**config.mk**
```make
export PLATFORM = sky130hd
export DESIGN_NAME = aec_counter
export DESIGN_NICKNAME = d
export VERILOG_FILES = /design/src/inc/aec_pkg.sv /design/src/rtl/aec_counter.sv /design/src/rtl/aec_divider.sv
export VERILOG_INCLUDE_DIRS = /design/src /design/src/inc
export SDC_FILE = /design/constraint.sdc
export NUM_CORES = 2
export LEC_CHECK = 0
export ABC_CLOCK_PERIOD_IN_PS = 17600
export BUFFER_PORTS_ARGS = -buffer_cell sky130_fd_sc_hd__buf_2
export CAP_MARGIN = 0
export CORE_MARGIN = 1
export CORE_UTILIZATION = 39
export CTS_BUF_LIST = sky130_fd_sc_hd__clkbuf_8
export CTS_CLUSTER_SIZE = 20
export DETAILED_ROUTE_END_ITERATION = 12
export HOLD_SLACK_MARGIN = 0.06
export SETUP_SLACK_MARGIN = 0.2
export SLEW_MARGIN = 20
export SYNTH_ARGS = -nofsm -noshare
export SYNTH_HDL_FRONTEND = slang
export SYNTH_SLANG_ARGS = --single-unit
```
**constraint.sdc**
```tcl
create_clock -name CORE_CLK_I -period 17.6 [get_ports CORE_CLK_I]
set_clock_uncertainty 0.1 [all_clocks]
set_input_delay 0.88 -clock CORE_CLK_I [delete_from_list [all_inputs] [get_ports CORE_CLK_I]]
set_output_delay 0.88 -clock CORE_CLK_I [all_outputs]
set_load 0.01 [all_outputs]
```
**src/inc/aec_map.svh**
```systemverilog
// Purpose: register indexes, field positions, reset values and constants of the encoder counter
// Assumes: 32-bit APB data, one register per aligned word at byte address four times its index
// Notes: definitions only
`ifndef AEC_MAP_SVH
`define AEC_MAP_SVH

`define AEC_IDX_CFG 7'h07
`define AEC_IDX_STEP 7'h0a
`define AEC_IDX_POS 7'h50
`define AEC_IDX_CLR 7'h51
`define AEC_IDX_RES 7'h54

`define AEC_ADDR_CFG {1'b0, `AEC_IDX_CFG, 2'b00}
`define AEC_ADDR_STEP {1'b0, `AEC_IDX_STEP, 2'b00}
`define AEC_ADDR_POS {1'b0, `AEC_IDX_POS, 2'b00}
`define AEC_ADDR_CLR {1'b0, `AEC_IDX_CLR, 2'b00}
`define AEC_ADDR_RES {1'b0, `AEC_IDX_RES, 2'b00}

// encoder_config fields
`define AEC_CFG_FMT 0
`define AEC_CFG_POL_A 1
`define AEC_CFG_POL_B 2
`define AEC_CFG_POL_N 3
`define AEC_CFG_SENS_LSB 4
`define AEC_CFG_SENS_MSB 5
`define AEC_CFG_SKIP_AB 6
`define AEC_CFG_CLR_ON_N 7
`define AEC_CFG_CONT 8
`define AEC_CFG_ONCE 9
`define AEC_CFG_LATCH_ON_N 10

// step_resolution_config fields
`define AEC_STEP_FS_LSB 0
`define AEC_STEP_FS_MSB 15
`define AEC_STEP_MS_LSB 16
`define AEC_STEP_MS_MSB 25

`define AEC_RES_MANUAL 31

`define AEC_RST_CFG 32'h0000_0000
`define AEC_RST_STEP 32'h0000_0000
`define AEC_RST_RES 32'h0000_0000
`define AEC_RST_WORD 32'h0000_0000

// fraction moduli: 16 binary places, or decimal places counted in ten-thousandths
`define AEC_MOD_BIN 17'h10000
`define AEC_MOD_DEC 17'h02710
`define AEC_DEC_SCALE 48'h0000_0000_2710

`endif

```
**src/inc/aec_pkg.sv**
```systemverilog
// Purpose: types shared by the encoder counter design
// Assumes: nothing beyond SystemVerilog
// Notes: constants live in aec_map.svh
package aec_pkg;
	typedef enum logic [3:0] {
		AEC_IDLE = 4'h1,
		AEC_BIN = 4'h2,
		AEC_DEC = 4'h4,
		AEC_DONE = 4'h8
	} aec_calc_t;

	typedef enum logic [5:0] {
		AEC_REG_NONE = 6'h01,
		AEC_REG_CFG = 6'h02,
		AEC_REG_STEP = 6'h04,
		AEC_REG_POS = 6'h08,
		AEC_REG_CLR = 6'h10,
		AEC_REG_RES = 6'h20
	} aec_reg_t;
endpackage

```
**src/rtl/aec_counter.sv**
```systemverilog
// Purpose: quadrature encoder position counter with index event, clear and latch
// Assumes: encoder inputs already synchronous to CORE_CLK_I; APB3 slave without pstrb
// Notes: zero-wait APB answer; constant recomputed after writes to its inputs
//
// Local design decision: the APB interface to the registers.
`timescale 1ns/100ps
`include "aec_map.svh"

// Overview of operation
// - every A or B level change, except A and B changing at once, moves the external position counter
// - each change moves by the constant; auto constant is microsteps times fullsteps over resolution
// - constant is fixed point, 15 integer and 16 fraction bits, read at resolution offset
// - inexact binary fraction falls back to exact ten-thousandths when that fits
// - format bit 0 picks binary (0) or decimal (1) fraction for a manual constant, or when neither fits exactly
// - resolution bit 31 set makes bits 30:0 the constant directly
// - index is active low after reset; polarity bit 3 makes it active high
// - sensitivity 00 level, 01 into active, 10 into inactive, 11 both edges
// - index event also needs A and B at their qualifying levels, default low
// - skip-qualify bit forms the index event from the index channel alone
// - clearing loads the programmable clear value, not only zero
// - clear on index with continuous bit loads the clear value every event
// - once bit clears on the next event only, then resets itself
// - latch on index copies the position into the read-only latch, same selection
module aec_counter #(
	parameter int AW = 10
) (
	input wire logic CORE_CLK_I,
	input wire logic NRST_I,
	input wire logic PSEL_I,
	input wire logic PENABLE_I,
	input wire logic PWRITE_I,
	input wire logic [AW-1:0] PADDR_I,
	input wire logic [31:0] PWDATA_I,
	output logic [31:0] PRDATA_O,
	output logic PREADY_O,
	output logic PSLVERR_O,
	input wire logic ENC_A_I,
	input wire logic ENC_B_I,
	input wire logic ENC_N_I
);
	localparam int DW = 48;

	function automatic aec_pkg::aec_reg_t decode(input logic [AW-1:0] addr);
		case (addr)
			AW'(`AEC_ADDR_CFG): decode = aec_pkg::AEC_REG_CFG;
			AW'(`AEC_ADDR_STEP): decode = aec_pkg::AEC_REG_STEP;
			AW'(`AEC_ADDR_POS): decode = aec_pkg::AEC_REG_POS;
			AW'(`AEC_ADDR_CLR): decode = aec_pkg::AEC_REG_CLR;
			AW'(`AEC_ADDR_RES): decode = aec_pkg::AEC_REG_RES;
			default: decode = aec_pkg::AEC_REG_NONE;
		endcase
	endfunction

	logic [31:0] encoder_config_q;
	logic [31:0] step_resolution_config_q;
	logic [31:0] encoder_resolution_q;
	logic [31:0] index_clear_value_q;
	logic [31:0] pos_q;
	logic [15:0] frac_q;
	logic [31:0] latch_q;
	logic [30:0] const_q;
	logic const_dec_q;
	logic a_prev_q;
	logic b_prev_q;
	logic n_prev_q;
	logic recalc_q;
	aec_pkg::aec_calc_t calc_q;
	logic div_start_q;
	logic [25:0] num_q;
	logic [47:0] bin_q;
	logic bin_exact_q;
	logic div_done;
	logic [DW-1:0] div_quot;
	logic [31:0] div_rem;

	// bus decode
	aec_pkg::aec_reg_t sel;
	logic acc_done;
	logic wr_cfg;
	logic wr_step;
	logic wr_pos;
	logic wr_clr;
	logic wr_res;

	assign sel = decode(PADDR_I);
	assign acc_done = PSEL_I && PENABLE_I && PREADY_O;
	assign wr_cfg = acc_done && PWRITE_I && (sel == aec_pkg::AEC_REG_CFG);
	assign wr_step = acc_done && PWRITE_I && (sel == aec_pkg::AEC_REG_STEP);
	assign wr_pos = acc_done && PWRITE_I && (sel == aec_pkg::AEC_REG_POS);
	assign wr_clr = acc_done && PWRITE_I && (sel == aec_pkg::AEC_REG_CLR);
	assign wr_res = acc_done && PWRITE_I && (sel == aec_pkg::AEC_REG_RES);

	// effective constant: manual word or the computed one
	logic manual;
	logic [14:0] k_int;
	logic [15:0] k_frac;
	logic k_dec;
	logic [30:0] const_rd;

	assign manual = encoder_resolution_q[`AEC_RES_MANUAL];
	assign const_rd = manual ? encoder_resolution_q[30:0] : const_q;
	assign k_int = const_rd[30:16];
	assign k_frac = const_rd[15:0];
	assign k_dec = manual ? encoder_config_q[`AEC_CFG_FMT] : const_dec_q;

	// quadrature decode
	logic a_chg;
	logic b_chg;
	logic move;
	logic up;

	assign a_chg = ENC_A_I ^ a_prev_q;
	assign b_chg = ENC_B_I ^ b_prev_q;
	// a change of both lines at once has no direction and is dropped
	assign move = a_chg ^ b_chg;
	assign up = ENC_A_I ^ b_prev_q;

	logic [16:0] modulus;
	logic [16:0] fsum;
	logic carry;
	logic [31:0] pos_step;
	logic [15:0] frac_step;

	always_comb begin
		modulus = k_dec ? `AEC_MOD_DEC : `AEC_MOD_BIN;
		carry = 1'b0;
		if (up) begin
			fsum = {1'b0, frac_q} + {1'b0, k_frac};
			carry = fsum >= modulus;
			frac_step = carry ? 16'(fsum - modulus) : fsum[15:0];
			pos_step = pos_q + {17'h00000, k_int} + {31'h0, carry};
		end else begin
			fsum = {1'b0, frac_q} - {1'b0, k_frac};
			carry = fsum[16];
			frac_step = carry ? 16'(fsum + modulus) : fsum[15:0];
			pos_step = pos_q - {17'h00000, k_int} - {31'h0, carry};
		end
	end

	// index event
	logic n_act;
	logic n_raw;
	logic qualify;
	logic index_evt;
	logic armed;
	logic act;

	assign n_act = ENC_N_I ~^ encoder_config_q[`AEC_CFG_POL_N];
	always_comb begin
		case (encoder_config_q[`AEC_CFG_SENS_MSB:`AEC_CFG_SENS_LSB])
			2'h0: n_raw = n_act;
			2'h1: n_raw = n_act && !n_prev_q;
			2'h2: n_raw = !n_act && n_prev_q;
			2'h3: n_raw = n_act ^ n_prev_q;
			default: n_raw = 1'b0;
		endcase
	end
	assign qualify = encoder_config_q[`AEC_CFG_SKIP_AB]
		|| ((ENC_A_I == encoder_config_q[`AEC_CFG_POL_A])
		&& (ENC_B_I == encoder_config_q[`AEC_CFG_POL_B]));
	assign index_evt = n_raw && qualify;
	assign armed = encoder_config_q[`AEC_CFG_CONT] || encoder_config_q[`AEC_CFG_ONCE];
	assign act = index_evt && armed;

	always_ff @(posedge CORE_CLK_I or negedge NRST_I) begin
		if (!NRST_I) begin
			a_prev_q <= 1'b0;
			b_prev_q <= 1'b0;
			n_prev_q <= 1'b0;
		end else begin
			a_prev_q <= ENC_A_I;
			b_prev_q <= ENC_B_I;
			n_prev_q <= n_act;
		end
	end

	// configuration; a software write in the event cycle wins so a fresh arming is kept
	always_ff @(posedge CORE_CLK_I or negedge NRST_I) begin
		if (!NRST_I) begin
			encoder_config_q <= `AEC_RST_CFG;
		end else if (wr_cfg) begin
			encoder_config_q <= PWDATA_I;
		end else if (act && !encoder_config_q[`AEC_CFG_CONT]) begin
			encoder_config_q[`AEC_CFG_ONCE] <= 1'b0;
		end
	end

	always_ff @(posedge CORE_CLK_I or negedge NRST_I) begin
		if (!NRST_I) begin
			step_resolution_config_q <= `AEC_RST_STEP;
			encoder_resolution_q <= `AEC_RST_RES;
			index_clear_value_q <= `AEC_RST_WORD;
		end else begin
			if (wr_step) begin
				step_resolution_config_q <= PWDATA_I;
			end
			if (wr_res) begin
				encoder_resolution_q <= PWDATA_I;
			end
			if (wr_clr) begin
				index_clear_value_q <= PWDATA_I;
			end
		end
	end

	// position counter: index clear beats a software write, which beats a step
	always_ff @(posedge CORE_CLK_I or negedge NRST_I) begin
		if (!NRST_I) begin
			pos_q <= `AEC_RST_WORD;
			frac_q <= 16'h0000;
		end else if (act && encoder_config_q[`AEC_CFG_CLR_ON_N]) begin
			pos_q <= index_clear_value_q;
			frac_q <= 16'h0000;
		end else if (wr_pos) begin
			pos_q <= PWDATA_I;
			frac_q <= 16'h0000;
		end else if (move) begin
			pos_q <= pos_step;
			frac_q <= frac_step;
		end
	end

	always_ff @(posedge CORE_CLK_I or negedge NRST_I) begin
		if (!NRST_I) begin
			latch_q <= `AEC_RST_WORD;
		end else if (act && encoder_config_q[`AEC_CFG_LATCH_ON_N]) begin
			latch_q <= pos_q;
		end
	end

	// constant calculation; a request during a run is kept and served afterwards
	always_ff @(posedge CORE_CLK_I or negedge NRST_I) begin
		if (!NRST_I) begin
			recalc_q <= 1'b0;
		end else if (wr_step || wr_res || wr_cfg) begin
			recalc_q <= 1'b1;
		end else if (calc_q == aec_pkg::AEC_IDLE) begin
			recalc_q <= 1'b0;
		end
	end

	logic [DW-1:0] dividend;
	logic [47:0] dec_frac;
	logic res_zero;

	// the divider takes its dividend one cycle after the state has moved on
	assign dividend = (calc_q == aec_pkg::AEC_BIN) ? {6'h00, num_q, 16'h0000}
		: 48'(num_q) * `AEC_DEC_SCALE;
	assign dec_frac = div_quot - bin_q[47:16] * `AEC_DEC_SCALE;
	assign res_zero = encoder_resolution_q[30:0] == 31'h0;

	always_ff @(posedge CORE_CLK_I or negedge NRST_I) begin
		if (!NRST_I) begin
			calc_q <= aec_pkg::AEC_IDLE;
			div_start_q <= 1'b0;
			num_q <= 26'h0000000;
			bin_q <= 48'h0;
			bin_exact_q <= 1'b0;
			const_q <= 31'h0;
			const_dec_q <= 1'b0;
		end else begin
			div_start_q <= 1'b0;
			case (calc_q)
				aec_pkg::AEC_IDLE: begin
					num_q <= 26'(step_resolution_config_q[`AEC_STEP_MS_MSB:`AEC_STEP_MS_LSB]
						* step_resolution_config_q[`AEC_STEP_FS_MSB:`AEC_STEP_FS_LSB]);
					if (recalc_q) begin
						calc_q <= aec_pkg::AEC_BIN;
					end
				end
				aec_pkg::AEC_BIN: begin
					if (res_zero) begin
						const_q <= 31'h0;
						const_dec_q <= 1'b0;
						calc_q <= aec_pkg::AEC_IDLE;
					end else if (div_done && !div_start_q) begin
						// a done pulse left from a run abandoned on zero resolution is not ours
						bin_q <= div_quot;
						bin_exact_q <= div_rem == 32'h0;
						div_start_q <= 1'b1;
						calc_q <= aec_pkg::AEC_DEC;
					end
				end
				aec_pkg::AEC_DEC: begin
					if (div_done) begin
						calc_q <= aec_pkg::AEC_DONE;
						// exact binary wins; else exact decimal; else the format bit
						if (bin_q[47:31] != 17'h0) begin
							const_q <= 31'h7fff_ffff;
							const_dec_q <= 1'b0;
						end else if (!bin_exact_q
							&& (div_rem == 32'h0 || encoder_config_q[`AEC_CFG_FMT])) begin
							const_q <= {bin_q[30:16], dec_frac[15:0]};
							const_dec_q <= 1'b1;
						end else begin
							const_q <= bin_q[30:0];
							const_dec_q <= 1'b0;
						end
					end
				end
				aec_pkg::AEC_DONE: begin
					calc_q <= aec_pkg::AEC_IDLE;
				end
				default: calc_q <= aec_pkg::AEC_IDLE;
			endcase
			if (calc_q == aec_pkg::AEC_IDLE && recalc_q) begin
				div_start_q <= 1'b1;
			end
		end
	end

	aec_divider #(
		.DW(DW),
		.VW(32)
	) u_div (
		.clk_i(CORE_CLK_I),
		.nrst_i(NRST_I),
		.start_i(div_start_q),
		.dividend_i(dividend),
		.divisor_i({1'b0, encoder_resolution_q[30:0]}),
		.done_o(div_done),
		.quot_o(div_quot),
		.rem_o(div_rem)
	);

	// APB slave: answer in the first access cycle
	logic [31:0] rd_d;
	always_comb begin
		case (sel)
			aec_pkg::AEC_REG_CFG: rd_d = encoder_config_q;
			aec_pkg::AEC_REG_STEP: rd_d = step_resolution_config_q;
			aec_pkg::AEC_REG_POS: rd_d = pos_q;
			aec_pkg::AEC_REG_CLR: rd_d = latch_q;
			aec_pkg::AEC_REG_RES: rd_d = {1'b0, const_rd};
			default: rd_d = 32'h0000_0000;
		endcase
	end

	always_ff @(posedge CORE_CLK_I or negedge NRST_I) begin
		if (!NRST_I) begin
			PREADY_O <= 1'b0;
			PRDATA_O <= 32'h0000_0000;
			PSLVERR_O <= 1'b0;
		end else begin
			PREADY_O <= PSEL_I && !PENABLE_I;
			if (PSEL_I && !PENABLE_I) begin
				PRDATA_O <= PWRITE_I ? 32'h0000_0000 : rd_d;
				PSLVERR_O <= sel == aec_pkg::AEC_REG_NONE;
			end
		end
	end

	// checks
	logic [31:0] k32;
	assign k32 = {17'h00000, k_int};

	property p_move;
		@(posedge CORE_CLK_I) disable iff (!NRST_I)
		move && !act && !wr_pos && k_int != 15'h0 |=> pos_q != $past(pos_q);
	endproperty
	a_move: assert property (p_move) else $error("transition left position unchanged");

	property p_up;
		@(posedge CORE_CLK_I) disable iff (!NRST_I)
		move && up && !act && !wr_pos && k_frac == 16'h0 && frac_q == 16'h0
			|=> pos_q == $past(pos_q) + $past(k32);
	endproperty
	a_up: assert property (p_up) else $error("A-leading step did not add constant");

	property p_down;
		@(posedge CORE_CLK_I) disable iff (!NRST_I)
		move && !up && !act && !wr_pos && k_frac == 16'h0 && frac_q == 16'h0
			|=> pos_q == $past(pos_q) - $past(k32);
	endproperty
	a_down: assert property (p_down) else $error("B-leading step did not subtract");

	property p_clear;
		@(posedge CORE_CLK_I) disable iff (!NRST_I)
		act && encoder_config_q[`AEC_CFG_CLR_ON_N] |=> pos_q == $past(index_clear_value_q);
	endproperty
	a_clear: assert property (p_clear) else $error("index did not load clear value");

	property p_once;
		@(posedge CORE_CLK_I) disable iff (!NRST_I)
		act && !encoder_config_q[`AEC_CFG_CONT] && !wr_cfg |=> !encoder_config_q[`AEC_CFG_ONCE];
	endproperty
	a_once: assert property (p_once) else $error("once bit survived its event");

	property p_latch;
		@(posedge CORE_CLK_I) disable iff (!NRST_I)
		act && encoder_config_q[`AEC_CFG_LATCH_ON_N] |=> latch_q == $past(pos_q);
	endproperty
	a_latch: assert property (p_latch) else $error("latch missed the position");

	property p_qualify;
		@(posedge CORE_CLK_I) disable iff (!NRST_I)
		!encoder_config_q[`AEC_CFG_SKIP_AB] && ENC_A_I != encoder_config_q[`AEC_CFG_POL_A]
			|-> !index_evt;
	endproperty
	a_qualify: assert property (p_qualify) else $error("index event without A qualify");

	property p_edge;
		@(posedge CORE_CLK_I) disable iff (!NRST_I)
		encoder_config_q[`AEC_CFG_SENS_MSB:`AEC_CFG_SENS_LSB] == 2'h1 && qualify
			&& $rose(ENC_N_I ~^ encoder_config_q[`AEC_CFG_POL_N]) && $stable(encoder_config_q)
			|-> index_evt;
	endproperty
	a_edge: assert property (p_edge) else $error("edge into active gave no event");

	property p_cont;
		@(posedge CORE_CLK_I) disable iff (!NRST_I)
		index_evt && encoder_config_q[`AEC_CFG_CONT] && encoder_config_q[`AEC_CFG_CLR_ON_N]
			|=> pos_q == $past(index_clear_value_q);
	endproperty
	a_cont: assert property (p_cont) else $error("continuous mode dropped");

	c_clear: cover property (@(posedge CORE_CLK_I) act && encoder_config_q[`AEC_CFG_CLR_ON_N]);
	c_latch: cover property (@(posedge CORE_CLK_I) act && encoder_config_q[`AEC_CFG_LATCH_ON_N]);
	c_dec: cover property (@(posedge CORE_CLK_I) move && k_dec && carry);
	c_calc: cover property (@(posedge CORE_CLK_I) calc_q == aec_pkg::AEC_DONE);
endmodule // aec_counter

```
**src/rtl/aec_divider.sv**
```systemverilog
// Purpose: sequential restoring divider for the transition constant
// Assumes: start only while idle; divisor nonzero (caller handles zero)
// Notes: one quotient bit per clock, DW clocks from start to done
`timescale 1ns/100ps
module aec_divider #(
	parameter int DW = 48,
	parameter int VW = 32
) (
	input wire logic clk_i,
	input wire logic nrst_i,
	input wire logic start_i,
	input wire logic [DW-1:0] dividend_i,
	input wire logic [VW-1:0] divisor_i,
	output logic done_o,
	output logic [DW-1:0] quot_o,
	output logic [VW-1:0] rem_o
);
	localparam int CW = $clog2(DW + 1);
	logic [CW-1:0] cnt_q;
	logic [VW-1:0] div_q;
	logic [VW:0] shifted;
	logic take;

	assign shifted = {rem_o, quot_o[DW-1]};
	assign take = shifted >= {1'b0, div_q};

	always_ff @(posedge clk_i or negedge nrst_i) begin
		if (!nrst_i) begin
			cnt_q <= '0;
			div_q <= '0;
			quot_o <= '0;
			rem_o <= '0;
			done_o <= 1'b0;
		end else begin
			done_o <= 1'b0;
			if (start_i) begin
				cnt_q <= CW'(DW);
				div_q <= divisor_i;
				quot_o <= dividend_i;
				rem_o <= '0;
			end else if (cnt_q != '0) begin
				cnt_q <= cnt_q - 1'b1;
				quot_o <= {quot_o[DW-2:0], take};
				// a remainder below the divisor always fits VW bits
				rem_o <= take ? VW'(shifted - {1'b0, div_q}) : shifted[VW-1:0];
				done_o <= (cnt_q == CW'(1));
			end
		end
	end
endmodule // aec_divider
```
==> results.yml <==
sta:
  hold_violations: 0
  holdWs_ns: 0.0614
  fin_crit_sh: 0.500
  max_freq_mhz: 114
  rsz0062_at_grt: "false"
  setup_tns_ns: 0
  period_needed_ns: 8.81
  slew_violations: 0
  relSlewSlack: 0.263
  worstMarginPinSlew_ns: 1.10
  setup_viol: 0
place:
  place_area_sq_mm: 0.0397
  hpwl_microns: 89700
  gp_congestion: 1.01
  io_buffers: 83
pwr:
  combPwrFrac: 0.374
  p_per_area_mw_per_mm2: 101
  p_switching_w: 0.00163
  swShare: 0.386
  p_int_w: 0.00259
  clock_power_share: 0.289
  irDropWorstVdd_mv: 0.0517
  p_seq_frac: 0.337
  p_leak_nw: 20.6
clocking:
  cts_tree: "built"
  insertion_delay_ns: 0.74
  cts_hold_buf: 0
  clock_path_buffers: 3
  clk_pin_slew_worst_paths_ns: 0.06
  cts_buffers: 91
  htreeDepth: 3
  clock_sinks: 476
  clockRootBuffer: "clkbuf_8"
  post_cts_buffers: 0
  post_cts_resize_count: 0
setup_path:
  criticalPathCategory: "reg -> reg"
  cpMostUsedCell: "a21oi_1"
  cp_max_fo: 28
  required_ns: 18.09
  crit_path_end_kind: "register"
  crit_arrival_ns: 9.30
  cpPeakStageDelay_ns: 0.55
  startpoint_type: "register"
  cp_slowest_cell: "o21ai_0"
routing:
  finalWirelength_microns: 122000
  vias_per_cell: 5.64
  vias: 30900
  drt_iter0_markers: 3035
  antenna_left: 0
  drc: 0
  drtPass1Iterations: 6
  avgRoutedWirePerCell_microns: 22.2
floorplanning:
  fp.dieH_microns: 314
  die_w_microns: 314
  die_area_sq_mm: 0.0987
  core_sq_mm: 0.0966
  start_util: 0.394
  rows: 114
  io_pins: 84
final_layout:
  final_area_sq_mm: 0.0417
  final_layout_size_suffix_gt1_frac: 0.127
  num-fill-cells: 9455
  multi_input_area_sq_mm: 0.0235
  seq_area_sq_mm: 0.0119
  final_cell_mix: "inv_1, dfrtp_1, nand2_1, ha_1, o21ai_0"
  area_growth_pct: 9.75
  final_common_cell: "inv_1"
  layout.nets: 4680
grt:
  overflow: 0
  grt_antenna_before_repair: 10
  grt_max_degree: 170
  grt_usage: 0.249
  grt_pass1_vias: 29900
  grt_pass1_wl_microns: 187000
status:
  status: "completed"
yosys:
  synth-seq-area-share: 0.313
  synth_cells: 4091
  avgSynthCellArea_sq_um: 9.29
  synth-edff-count: 0
  synth_area_sq_mm: 0.0380
  yosys_warnings: 0
  synth_cell_types: 91
  syn-num-nets: 4651
  synth_ff_type: "dfrtp_1"
  ys_seq_elements: 476
  synth-async-reset-ratio: 1.00
flow_run:
  drv_cap: 0
min_path:
  worstHoldPathType: "in -> async"
## registers in the layout (all words and copies together), names as in the netlist, 32 cells and up
signal                    cells
PRDATA_O                     32
bin_q                        48
encoder_config_q             32
encoder_resolution_q         32
index_clear_value_q          32
latch_q                      32
pos_q                        32
step_resolution_config_q     32
u_div.quot_o                 48
u_div.rem_o                  32
## path summary, 6_finish.rpt
| kind | startpoint | end | slack (ns) | depth (start not counted) |
|---|---|---|---|---|
| min in group CORE_CLK_I | ENC_A_I | a_prev_q | 0.26 | 1 |
| setup reg to reg | encoder_resolution_q[31] | pos_q[24] | 8.79 | 30 |
| max in group asynchronous | NRST_I | PRDATA_O[25] | 15.16 | 3 |
| hold / removal | NRST_I | bin_q[42] | 0.06 | 1 |
| hold reg to reg | PRDATA_O[25] | PRDATA_O[25] | 0.37 | 1 |
| setup / recovery | encoder_resolution_q[31] | pos_q[24] | 8.79 | 30 |
## critical path, delay by kind of cell, from the launching register on
| kind | cells | cell delay [ns] |
|---|---|---|
| compound gates | 14 | 3.47 |
| xor+xnor | 1 | 0.20 |
| fa+ha+maj | 4 | 1.68 |
| buf+inv | 3 | 0.75 |
| flops | 1 | 0.50 |
| mux | 2 | 0.56 |
| simple gates | 6 | 1.39 |
## kinds of logic (layout without fill, tap and decap cells)
group                    count (synthesis)  in the layout  synth area share
adder cells (fa/ha/maj)                510            510             0.206
AO/OA/AOI/OAI                          944            944             0.164
buffers and inverters                  699            801            0.0699
flip-flops                             476            476             0.313
other                                    0              4                 0
multiplexers                           290            290            0.0835
AND/OR/NAND/NOR                       1017           1017             0.128
XOR/XNOR                               155            155            0.0357
## synthesized netlist by cell type, types with 15 or more instances
| cell | number | share of area |
|---|---|---|
| inv_1 | 496 | 0.049 |
| dfrtp_1 | 475 | 0.31 |
| nand2_1 | 407 | 0.040 |
| ha_1 | 317 | 0.10 |
| o21ai_0 | 254 | 0.033 |
| mux2_2 | 215 | 0.064 |
| a21oi_1 | 194 | 0.026 |
| fa_1 | 193 | 0.10 |
| clkbuf_1 | 169 | 0.017 |
| nor2_1 | 169 | 0.017 |
| xnor2_1 | 104 | 0.024 |
| a21o_1 | 84 | 0.017 |
| and2_1 | 82 | 0.013 |
| mux2i_1 | 75 | 0.020 |
| a211oi_1 | 69 | 0.014 |
| nand3_1 | 69 | 0.0091 |
| nor3_1 | 64 | 0.0084 |
| xor2_1 | 51 | 0.012 |
| a22oi_1 | 40 | 0.0079 |
| a31oi_1 | 37 | 0.0061 |
| nand2b_1 | 36 | 0.0059 |
| o21bai_1 | 35 | 0.0069 |
| and3_1 | 34 | 0.0056 |
| nor4_1 | 29 | 0.0048 |
| o211ai_1 | 28 | 0.0055 |
| a222oi_1 | 26 | 0.0068 |
| nand4_1 | 26 | 0.0043 |
| or3_1 | 26 | 0.0043 |
| nor2b_1 | 23 | 0.0038 |
| buf_1 | 19 | 0.0019 |
| o21a_1 | 17 | 0.0034 |
| o22ai_1 | 15 | 0.0025 |
## area by class of cell
| type | instances | area share |
|---|---|---|
| timing repair buffer | 136 | 0.0203 |
| sequential | 476 | 0.286 |
| multi-input combinational | 2916 | 0.562 |
| tap | 1276 | 0.0383 |
| clock inverter | 55 | 0.0115 |
| antenna | 4 | 0.000240 |
| clock buffer | 111 | 0.0366 |
| inverter | 499 | 0.0449 |
## metal layers
metal,up-vias,global-route usage,routed length [microns]
met2,1114,0.364,51500
met1,15400,0.371,56500
li1,14200,-,-
met3,186,0.0455,10400
met4,0,0.0711,3340
met5,-,0,0
## metrics by stage
step           cells  setup WS, ns   util  power, W
2_1_floorplan   4091         10.42      -   0.00258
3_3_place_gp    5303          9.16  0.411   0.00298
3_5_place_dp    5303          9.03  0.411   0.00298
4_1_cts         5469          8.93  0.432   0.00423
5_1_grt         5470          8.23  0.432   0.00448
6_report        5473          8.79  0.432   0.00422
## power groups by stage
| stage | combinational [W] | clock [W] | sequential, W |
|---|---|---|---|
| floorplan | 0.00123 | 0 | 0.00135 |
| global placement | 0.00155 | 0 | 0.00144 |
| detailed placement | 0.00155 | 0 | 0.00143 |
| CTS | 0.00156 | 0.00125 | 0.00142 |
| global route | 0.00175 | 0.00129 | 0.00144 |
| finish | 0.00158 | 0.00122 | 0.00142 |
(Power assumes the default switching activity.)
